## src/shared/lpcs_pkg.sv

```systemverilog
// Constants and types shared by the transceiver register bank.
package lpcs_pkg;
  localparam int ADDR_W = 12;
  localparam logic [11:0] BASE_BLOCKING = 12'h200;
  localparam logic [11:0] BASE_NONBLOCKING = 12'h300;
  localparam logic [7:0] OFS_CONTROL = 8'h50;
  localparam logic [7:0] OFS_FAULT_STATUS = 8'h52;
  localparam logic [7:0] OFS_LIVE_STATUS = 8'h53;
  localparam logic [15:0] CONTROL_RESET = 16'h0000;
  localparam logic [7:0] FAULT_RESET = 8'h00;
  localparam int BIT_OVERTEMP_IRQ_ENABLE = 7;
  localparam int BIT_DIRECT = 4;
  localparam int BIT_UVSD = 3;
  localparam int BIT_EN = 2;
  localparam int BIT_SLEW_LO = 0;
  localparam int BIT_OVERTEMP_IRQ_ENABLE_M = 15;
  localparam int BIT_DIRECT_M = 12;
  localparam int BIT_UVSD_M = 11;
  localparam int BIT_EN_M = 10;
  localparam int BIT_SLEW_M_LO = 8;
  localparam int BIT_OT_FLAG = 7;
  localparam int BIT_HF_FLAG = 5;
  localparam int BIT_UV_FLAG = 3;
  localparam int BIT_READY = 7;
  localparam int BIT_RX = 1;
  localparam int BIT_TX = 0;
  localparam int CLOCK_MHZ = 200;
  localparam int READY_DELAY_US = 50;
  localparam int READY_CYCLES = READY_DELAY_US * CLOCK_MHZ;
  typedef enum logic [1:0] {
    SLEW_NORMAL, SLEW_SLOW, SLEW_FAST
  } lpcs_slew_t;
endpackage

```

## src/lpcs_ready_timer.sv

```systemverilog
// Start-up timer that raises ready a fixed time after enable.
`timescale 1ns/1ps
module lpcs_ready_timer #(
  parameter int CYCLES = lpcs_pkg::READY_CYCLES
) (
  input wire logic clk,
  input wire logic rst_n,
  input wire logic enable,
  output logic ready
);
  logic [$clog2(CYCLES+1)-1:0] count_r;

  // Disabling restarts the count so each enable sees the full delay.
  always_ff @(posedge clk) begin
    if (!rst_n || !enable) begin
      count_r <= '0;
      ready <= 1'b0;
    end else if (count_r == ($clog2(CYCLES+1))'(CYCLES - 1)) begin
      ready <= 1'b1;
    end else begin
      count_r <= count_r + 1'b1;
    end
  end
endmodule

```

## src/lpcs_slew_decode.sv

```systemverilog
// Decoder from the slew select field to the encoded lpcs_slew_t edge-rate mode.
`timescale 1ns/1ps
module lpcs_slew_decode (
  input wire logic [1:0] sel,
  output lpcs_pkg::lpcs_slew_t mode
);
  always_comb begin
    unique case (sel)
      2'h1: mode = lpcs_pkg::SLEW_SLOW;
      2'h2: mode = lpcs_pkg::SLEW_FAST;
      default: mode = lpcs_pkg::SLEW_NORMAL;
    endcase
  end
endmodule

```

## src/lpcs_regs.sv

```systemverilog
// Control and status register bank of the LIN physical-layer transceiver.
// Behaviour
// [RULE1] Software accesses the control register only as a full 16-bit word.
// [RULE2] Offsets decode relative to base 0x200 and to base 0x300.
// [RULE3] Interrupt enable bit 7 changes only when mask bit 15 is written.
// [RULE4] Direct drive bit 4 changes only when mask bit 12 is written.
// [RULE5] Undervoltage shutdown disable bit 3 changes only with mask bit 11.
// [RULE6] Module enable bit 2 changes only when mask bit 10 is written.
// [RULE7] Slew select changes only when mask bits 9-8 are written as 11.
// [RULE8] Overtemperature raises an interrupt only while the enable is 1.
// [RULE9] Direct drive at 1 forces the bus dominant; at 0 no effect.
// [RULE10] Without shutdown disable, undervoltage holds the bus recessive.
// [RULE11] The transceiver runs only while the module enable bit is 1.
// [RULE12] Slew 00/11 normal, 01 slow, 10 fast edges.
// [RULE13] Overtemperature latches fault bit 7, cleared by writing 1.
// [RULE14] HF disturbance latches fault bit 5, cleared by writing 1.
// [RULE15] Undervoltage latches fault bit 3, cleared by writing 1.
// [RULE16] Live status bit 7 shows transmitter readiness.
// [RULE17] Live bits 1 and 0 show receiver and transmitter levels.
// [RULE18] Mask and unused bits read zero; writes to unused bits ignored.
// [RULE19] Ready rises about 50 us after enable; bus recessive until then.
// [RULE20] Overtemperature shuts the driver off until gone and input high.
// [RULE21] A new interrupt needs overtemperature to clear and then recur.
//
// Added by the designer: the plain strobed port.
`timescale 1ns/1ps
module lpcs_regs #(
  parameter int READY_CYCLES = lpcs_pkg::READY_CYCLES
) (
  // Clock and reset.
  input wire logic CLOCK,
  input wire logic RST_N,
  // Register port.
  input wire logic [lpcs_pkg::ADDR_W-1:0] ADDR,
  input wire logic [15:0] WDATA,
  input wire logic WR,
  input wire logic RD,
  output logic [15:0] RDATA,
  // Transmit data from the routed source, high means recessive.
  input wire logic TXD_IN,
  // Analog condition inputs.
  input wire logic OVERTEMP,
  input wire logic HF_DISTURB,
  input wire logic UNDERVOLT,
  input wire logic BUS_RX,
  // Transceiver controls.
  output logic BUS_DOMINANT,
  output logic MODULE_ON,
  output logic [1:0] SLEW_MODE,
  output logic OVERTEMP_IRQ
);
  logic overtemp_irq_enable_r;
  logic direct_drive_r;
  logic undervolt_shutdown_disable_r;
  logic module_enable_r;
  logic [1:0] slew_select_r;
  logic overtemp_flag_r;
  logic hf_disturb_flag_r;
  logic undervolt_flag_r;
  logic ot_prev_r;
  logic tx_blocked_r;
  logic ready;
  logic hit;
  logic [7:0] ofs;
  logic wr_ctl;
  logic wr_flt;
  logic ot_rise;
  logic tx_dom_nxt;
  logic [7:0] fault_byte;
  logic [7:0] live_byte;
  lpcs_pkg::lpcs_slew_t slew_mode;

  // Register select inside either window, shared by the write decoders.
  function automatic logic reg_sel(
    input logic [lpcs_pkg::ADDR_W-1:0] addr,
    input logic [7:0] offset
  );
    logic in_window;
    in_window = (addr[11:8] == lpcs_pkg::BASE_BLOCKING[11:8]) ||
      (addr[11:8] == lpcs_pkg::BASE_NONBLOCKING[11:8]);
    return in_window && (addr[7:0] == offset);
  endfunction

  // Writing one clears a fault bit; the caller lets a new event win.
  function automatic logic w1c(
    input logic wr_en,
    input logic [15:0] data,
    input int pos
  );
    return wr_en && data[pos];
  endfunction

  // Both windows map the same registers; the top nibble picks the window.
  always_comb begin
    hit = (ADDR[11:8] == lpcs_pkg::BASE_BLOCKING[11:8]) ||
          (ADDR[11:8] == lpcs_pkg::BASE_NONBLOCKING[11:8]); // [RULE2]
    ofs = ADDR[7:0];
  end

  // Control writes are taken as whole words only, so no byte lanes exist.
  assign wr_ctl = WR && reg_sel(ADDR, lpcs_pkg::OFS_CONTROL); // [RULE1]
  assign wr_flt = WR && reg_sel(ADDR, lpcs_pkg::OFS_FAULT_STATUS);
  assign ot_rise = OVERTEMP && !ot_prev_r;

  always_ff @(posedge CLOCK) begin
    if (!RST_N) begin
      overtemp_irq_enable_r <= lpcs_pkg::CONTROL_RESET[lpcs_pkg::BIT_OVERTEMP_IRQ_ENABLE];
    end else if (wr_ctl && WDATA[lpcs_pkg::BIT_OVERTEMP_IRQ_ENABLE_M]) begin
      overtemp_irq_enable_r <= WDATA[lpcs_pkg::BIT_OVERTEMP_IRQ_ENABLE]; // [RULE3]
    end
  end

  always_ff @(posedge CLOCK) begin
    if (!RST_N) begin
      direct_drive_r <= lpcs_pkg::CONTROL_RESET[lpcs_pkg::BIT_DIRECT];
    end else if (wr_ctl && WDATA[lpcs_pkg::BIT_DIRECT_M]) begin
      direct_drive_r <= WDATA[lpcs_pkg::BIT_DIRECT]; // [RULE4]
    end
  end

  always_ff @(posedge CLOCK) begin
    if (!RST_N) begin
      undervolt_shutdown_disable_r <=
        lpcs_pkg::CONTROL_RESET[lpcs_pkg::BIT_UVSD];
    end else if (wr_ctl && WDATA[lpcs_pkg::BIT_UVSD_M]) begin
      undervolt_shutdown_disable_r <= WDATA[lpcs_pkg::BIT_UVSD]; // [RULE5]
    end
  end

  always_ff @(posedge CLOCK) begin
    if (!RST_N) begin
      module_enable_r <= lpcs_pkg::CONTROL_RESET[lpcs_pkg::BIT_EN];
    end else if (wr_ctl && WDATA[lpcs_pkg::BIT_EN_M]) begin
      module_enable_r <= WDATA[lpcs_pkg::BIT_EN]; // [RULE6]
    end
  end

  always_ff @(posedge CLOCK) begin
    if (!RST_N) begin
      slew_select_r <= lpcs_pkg::CONTROL_RESET[1:0];
    end else if (wr_ctl &&
                 (&WDATA[lpcs_pkg::BIT_SLEW_M_LO +: 2])) begin
      slew_select_r <= WDATA[lpcs_pkg::BIT_SLEW_LO +: 2]; // [RULE7]
    end
  end

  // Set wins over a clear written in the same cycle, so no event is lost.
  always_ff @(posedge CLOCK) begin
    if (!RST_N) begin
      overtemp_flag_r <= lpcs_pkg::FAULT_RESET[lpcs_pkg::BIT_OT_FLAG];
    end else if (OVERTEMP) begin
      overtemp_flag_r <= 1'b1; // [RULE13]
    end else if (w1c(wr_flt, WDATA, lpcs_pkg::BIT_OT_FLAG)) begin
      overtemp_flag_r <= 1'b0; // [RULE13]
    end
  end

  always_ff @(posedge CLOCK) begin
    if (!RST_N) begin
      hf_disturb_flag_r <= lpcs_pkg::FAULT_RESET[lpcs_pkg::BIT_HF_FLAG];
    end else if (HF_DISTURB) begin
      hf_disturb_flag_r <= 1'b1; // [RULE14]
    end else if (w1c(wr_flt, WDATA, lpcs_pkg::BIT_HF_FLAG)) begin
      hf_disturb_flag_r <= 1'b0; // [RULE14]
    end
  end

  always_ff @(posedge CLOCK) begin
    if (!RST_N) begin
      undervolt_flag_r <= lpcs_pkg::FAULT_RESET[lpcs_pkg::BIT_UV_FLAG];
    end else if (UNDERVOLT) begin
      undervolt_flag_r <= 1'b1; // [RULE15]
    end else if (w1c(wr_flt, WDATA, lpcs_pkg::BIT_UV_FLAG)) begin
      undervolt_flag_r <= 1'b0; // [RULE15]
    end
  end

  // Interrupt request pulses once per rising overtemperature event while the interrupt enable is 1.
  always_ff @(posedge CLOCK) begin
    if (!RST_N) begin
      ot_prev_r <= 1'b0;
      OVERTEMP_IRQ <= 1'b0;
    end else begin
      ot_prev_r <= OVERTEMP;
      OVERTEMP_IRQ <= ot_rise && overtemp_irq_enable_r; // [RULE8] [RULE21]
    end
  end

  // After overtemperature the driver stays off until the input idles high.
  always_ff @(posedge CLOCK) begin
    if (!RST_N) begin
      tx_blocked_r <= 1'b0;
    end else if (OVERTEMP) begin
      tx_blocked_r <= 1'b1; // [RULE20]
    end else if (TXD_IN) begin
      tx_blocked_r <= 1'b0; // [RULE20]
    end
  end

  lpcs_ready_timer #(
    .CYCLES(READY_CYCLES)
  ) u_ready (
    .clk(CLOCK),
    .rst_n(RST_N),
    .enable(module_enable_r),
    .ready(ready)
  ); // [RULE19]

  lpcs_slew_decode u_slew (
    .sel(slew_select_r),
    .mode(slew_mode)
  ); // [RULE12]

  // Status bytes are built apart so each read case stays a single line.
  always_comb begin
    fault_byte = 8'h00; // [RULE18]
    fault_byte[lpcs_pkg::BIT_OT_FLAG] = overtemp_flag_r;
    fault_byte[lpcs_pkg::BIT_HF_FLAG] = hf_disturb_flag_r;
    fault_byte[lpcs_pkg::BIT_UV_FLAG] = undervolt_flag_r;
  end

  always_comb begin
    live_byte = 8'h00; // [RULE18]
    live_byte[lpcs_pkg::BIT_READY] = ready; // [RULE16]
    live_byte[lpcs_pkg::BIT_RX] = BUS_RX; // [RULE17]
    live_byte[lpcs_pkg::BIT_TX] = BUS_DOMINANT; // [RULE17]
  end

  always_comb begin
    tx_dom_nxt = direct_drive_r || !TXD_IN; // [RULE9]
    if (!module_enable_r || !ready || OVERTEMP || tx_blocked_r) begin
      tx_dom_nxt = 1'b0; // [RULE11] [RULE19] [RULE20]
    end
    if (UNDERVOLT && !undervolt_shutdown_disable_r) begin
      tx_dom_nxt = 1'b0; // [RULE10]
    end
  end

  always_ff @(posedge CLOCK) begin
    if (!RST_N) begin
      BUS_DOMINANT <= 1'b0;
      MODULE_ON <= 1'b0;
      SLEW_MODE <= 2'h0;
    end else begin
      BUS_DOMINANT <= tx_dom_nxt;
      MODULE_ON <= module_enable_r; // [RULE11]
      SLEW_MODE <= slew_mode; // [RULE12]
    end
  end

  // Read data stand only in the cycle after the read strobe.
  always_ff @(posedge CLOCK) begin
    if (!RST_N || !RD || !hit) begin
      RDATA <= 16'h0000;
    end else begin
      RDATA <= 16'h0000; // [RULE18]
      unique case (ofs)
        lpcs_pkg::OFS_CONTROL: begin
          RDATA[lpcs_pkg::BIT_OVERTEMP_IRQ_ENABLE] <= overtemp_irq_enable_r;
          RDATA[lpcs_pkg::BIT_DIRECT] <= direct_drive_r;
          RDATA[lpcs_pkg::BIT_UVSD] <= undervolt_shutdown_disable_r;
          RDATA[lpcs_pkg::BIT_EN] <= module_enable_r;
          RDATA[1:0] <= slew_select_r;
        end
        lpcs_pkg::OFS_FAULT_STATUS: begin
          RDATA[7:0] <= fault_byte; // [RULE13] [RULE14] [RULE15]
        end
        lpcs_pkg::OFS_LIVE_STATUS: begin
          RDATA[7:0] <= live_byte; // [RULE16] [RULE17]
        end
        default: RDATA <= 16'h0000;
      endcase
    end
  end
endmodule

```

## config.mk

```make
export PLATFORM = sky130hd
export DESIGN_NAME = lpcs_regs
export DESIGN_NICKNAME = d
export VERILOG_FILES = /design/src/shared/lpcs_pkg.sv /design/src/lpcs_ready_timer.sv /design/src/lpcs_slew_decode.sv /design/src/lpcs_regs.sv
export SDC_FILE = /design/constraint.sdc
export NUM_CORES = 1
export LEC_CHECK = 0
export CAP_MARGIN = 10
export CELL_PAD_IN_SITES_DETAIL_PLACEMENT = 1
export CELL_PAD_IN_SITES_GLOBAL_PLACEMENT = 2
export CORE_UTILIZATION = 38
export DETAILED_ROUTE_END_ITERATION = 7
export DONT_BUFFER_PORTS = 1
export PLACE_DENSITY_LB_ADDON = 0.1
export SLEW_MARGIN = 20
export SYNTH_ARGS = -nofsm -noshare
export SYNTH_HDL_FRONTEND = slang
export SYNTH_SLANG_ARGS = --single-unit
export TNS_END_PERCENT = 5
```

## constraint.sdc

```tcl
create_clock -name CLOCK -period 3.5 [get_ports CLOCK]
set_input_delay 0.35 -clock CLOCK [delete_from_list [all_inputs] [get_ports CLOCK]]
set_output_delay 0.35 -clock CLOCK [all_outputs]
set_load 0.05 [all_outputs]
```

==> metrics.cfg <==
[run_status]
status = completed

[pwr]
p_clk_frac = 0.392
power.density_nw_per_um2 = 444
p_comb_frac = 0.046
internal-power_mw = 0.603
ir_worst_vdd_v = 0.000194
seqPwrFrac = 0.562
p_leak_nw = 0.622
switching_share = 0.226
p_switching_mw = 0.176

[logic_synthesis]
syn_inst = 179
synth_enable_flop_cells = 0
syn_area_um2 = 1650
ys_ff_latch = 38
synthDistinctLibCells = 42
yosys-top-cells-area = dfxtp_1 46%, mux2i_1 4.8%, buf_4 4.1%, nand2_1 4.1%, nor2_1 3.6%
ys_warn_count = 0
ys_async_sr_fraction = 0
synth_top_cell_area_share = 0.460
synth_top_cell_by_area = dfxtp_1
synthFlopType = dfxtp_1
avgSynthCellArea_um2 = 9.24
yosysSeqAreaShare = 0.460

[clock_tree]
clock_latency_ns = 0.28
hold_buffers = 0
cts_tree = done
cts_resized = 0
cts_buffer_depth = 2
numCtsBuffers = 5
cts.sinks = 38
h-tree-depth = 2
clk_pin_slew_ns = 0.07
cts_setup_buffers = 0
cts_root_buf = clkbuf_8

[die]
start_util = 0.405
die_width_um = 68.0
num_io_pins = 58
fp.dieH_um = 68.0
die_area_um2 = 4620
core_area_um2 = 4090
rows = 23

[layout]
final_cell_mix = 38 x dfxtp_1, 18 x nand2_1, 16 x nor2_1
final_common_cell = dfxtp_1
nets = 219
drive_above_1_share = 0.0934
antenna_cells = 0
final_core_util = 0.430
post_layout_nonfiller_instances = 232
syn_to_final_growth_pct = 6.13
fin_area_um2 = 1760

[detailed_routing]
ant_nets = 0
dr_total_vias = 1275
routed_wirelength_um = 3770
drt_iter0_markers = 22
drc = 0
vias_per_cell = 5.50
wire_per_inst_um = 16.3
first_pass_iters = 4

[critical_path]
critPathCaptureType = flop
r2r-start = u_ready.count_r[4]
crit_arrival_ns = 2.14
worstSetupPathType = flop to flop
crit_path_start_kind = flop
r2r-end = u_ready.count_r[1]
reg2reg_setup_slack_ns = 1.52
critPathRequiredTime_ns = 3.66
critPathMaxFanout = 7
worst-r2r-cell-count = 4

[job]
drv_cap = 0

[sta]
rsz0062_at_grt = false
worst_slew_pin_slew_ns = 0.535
timing.final.hold_violations = 0
finalSetupViolCount = 0
post-route-period-util = 0.565
fin_worst_skew_ns = 0.00160
final.setup.tns_ns = 0
fmax_mhz = 506
hold-worst-slack_ns = 0.126
maxSlewHeadroom = 0.643
drv_slew = 0
fin_crit_ns = 1.98

[worst_hold_path]
whs_path_depth = 1
hold_end = RDATA[2]
worstHoldStart = ADDR[1]
hold_class = primary input to flop

[place]
dp_hpwl_um = 2850
place_area_um2 = 1660
gp_congestion = 0.735
placedCellCount = 224
numPortBuffers = 0

[global_route]
grt_first_pass_wirelength_um = 5880
gr-usage-all-layers = 0.173
grt_max_degree = 19
grt-ovfl-total = 0
grt_pass1_vias = 1268
antenna_found_initial = 0

[per-stage QoR]
step                total power [mW]  setup slack [ns]
global route                   0.810              1.36
detailed placement             0.483              1.49
finish                         0.779              1.52
CTS                            0.789              1.48
floorplan                      0.492              1.61
global placement               0.482              1.52
[power by group through the flow]
| stage | registers, mW | logic [mW] | clock network (mW) |
|---|---|---|---|
| final | 0.438 | 0.0361 | 0.305 |
| after global routing | 0.438 | 0.0384 | 0.334 |
| after CTS | 0.437 | 0.0358 | 0.316 |
| after detailed placement | 0.448 | 0.0357 | 0 |
| after global placement | 0.447 | 0.0348 | 0 |
| after floorplan | 0.447 | 0.0452 | 0 |
[worst max-delay path, stage by stage, from the launching register on]
cell and delay, ns:
dfxtp_1 0.35, or4b_2 0.71, nor4_4 0.51, mux2i_1 0.24, nor2_1 0.05
[routing by layer]
metal  routed length [µm]  vias to the layer above  part of all wire  GRT usage
met1                 1700                      624              0.45      0.222
li1                     -                      609                 -          -
met5                    0                        -                 0          0
met4                   38                        0             0.010     0.0625
met3                  224                        5             0.059     0.0483
met2                 1810                       37              0.48      0.276
[worst max path at each step]
stage,cells past startpoint,start,to
after floorplan,4,ADDR[3],RDATA[2]
after global placement,4,ADDR[3],RDATA[4]
after detailed placement,4,u_ready.count_r[4],u_ready.count_r[1]
after CTS,4,u_ready.count_r[4],u_ready.count_r[1]
after global routing,4,u_ready.count_r[4],u_ready.count_r[1]
final,4,u_ready.count_r[4],u_ready.count_r[1]
[area by class of cell]
| type | instances | area (µm²) |
|---|---|---|
| Fill cell | 498 | 2330 |
| Multi-Input combinational cell | 129 | 815 |
| Sequential cell | 38 | 761 |
| Clock buffer | 7 | 86.3 |
| Tap cell | 50 | 62.6 |
| Inverter | 7 | 26.3 |
| Clock inverter | 1 | 5.00 |
[kinds of logic after synthesis]
group	Yosys count	share of synthesized area
AO/OA/AOI/OAI	22	0.0772
XOR/XNOR	7	0.0371
adder cells (fa/ha/maj)	1	0.00756
buffers and inverters	20	0.0658
flip-flops	38	0.460
multiplexers	9	0.0552
other	1	0.00227
AND/OR/NAND/NOR	81	0.295
[state kept, by name, summed over array words and instances (netlist names), 2 cells and up]
| signal | count |
|---|---|
| SLEW_MODE | 2 |
| slew_select_r | 2 |
| u_ready.count_r | 14 |
| RDATA | 7 |
[cells in the mapped netlist (2+ instances only)]
| cell type | instances |
|---|---|
| and2_1 | 2 |
| a31oi_1 | 3 |
| nand3_1 | 8 |
| nor3b_2 | 2 |
| nor3_1 | 2 |
| or4_1 | 2 |
| xnor2_1 | 3 |
| nand2_1 | 18 |
| a21oi_1 | 7 |
| and3b_1 | 2 |
| nand4_1 | 5 |
| clkbuf_1 | 3 |
| dfxtp_1 | 38 |
| nor2b_1 | 3 |
| or4bb_1 | 2 |
| nand2b_1 | 2 |
| nor2_1 | 16 |
| o21ai_0 | 7 |
| inv_1 | 7 |
| xor2_1 | 4 |
| o31ai_1 | 2 |
| buf_4 | 9 |
| nor4_1 | 2 |
| or3_1 | 5 |
| mux2i_1 | 8 |
No activity file was read; power rests on OpenSTA's default activity.
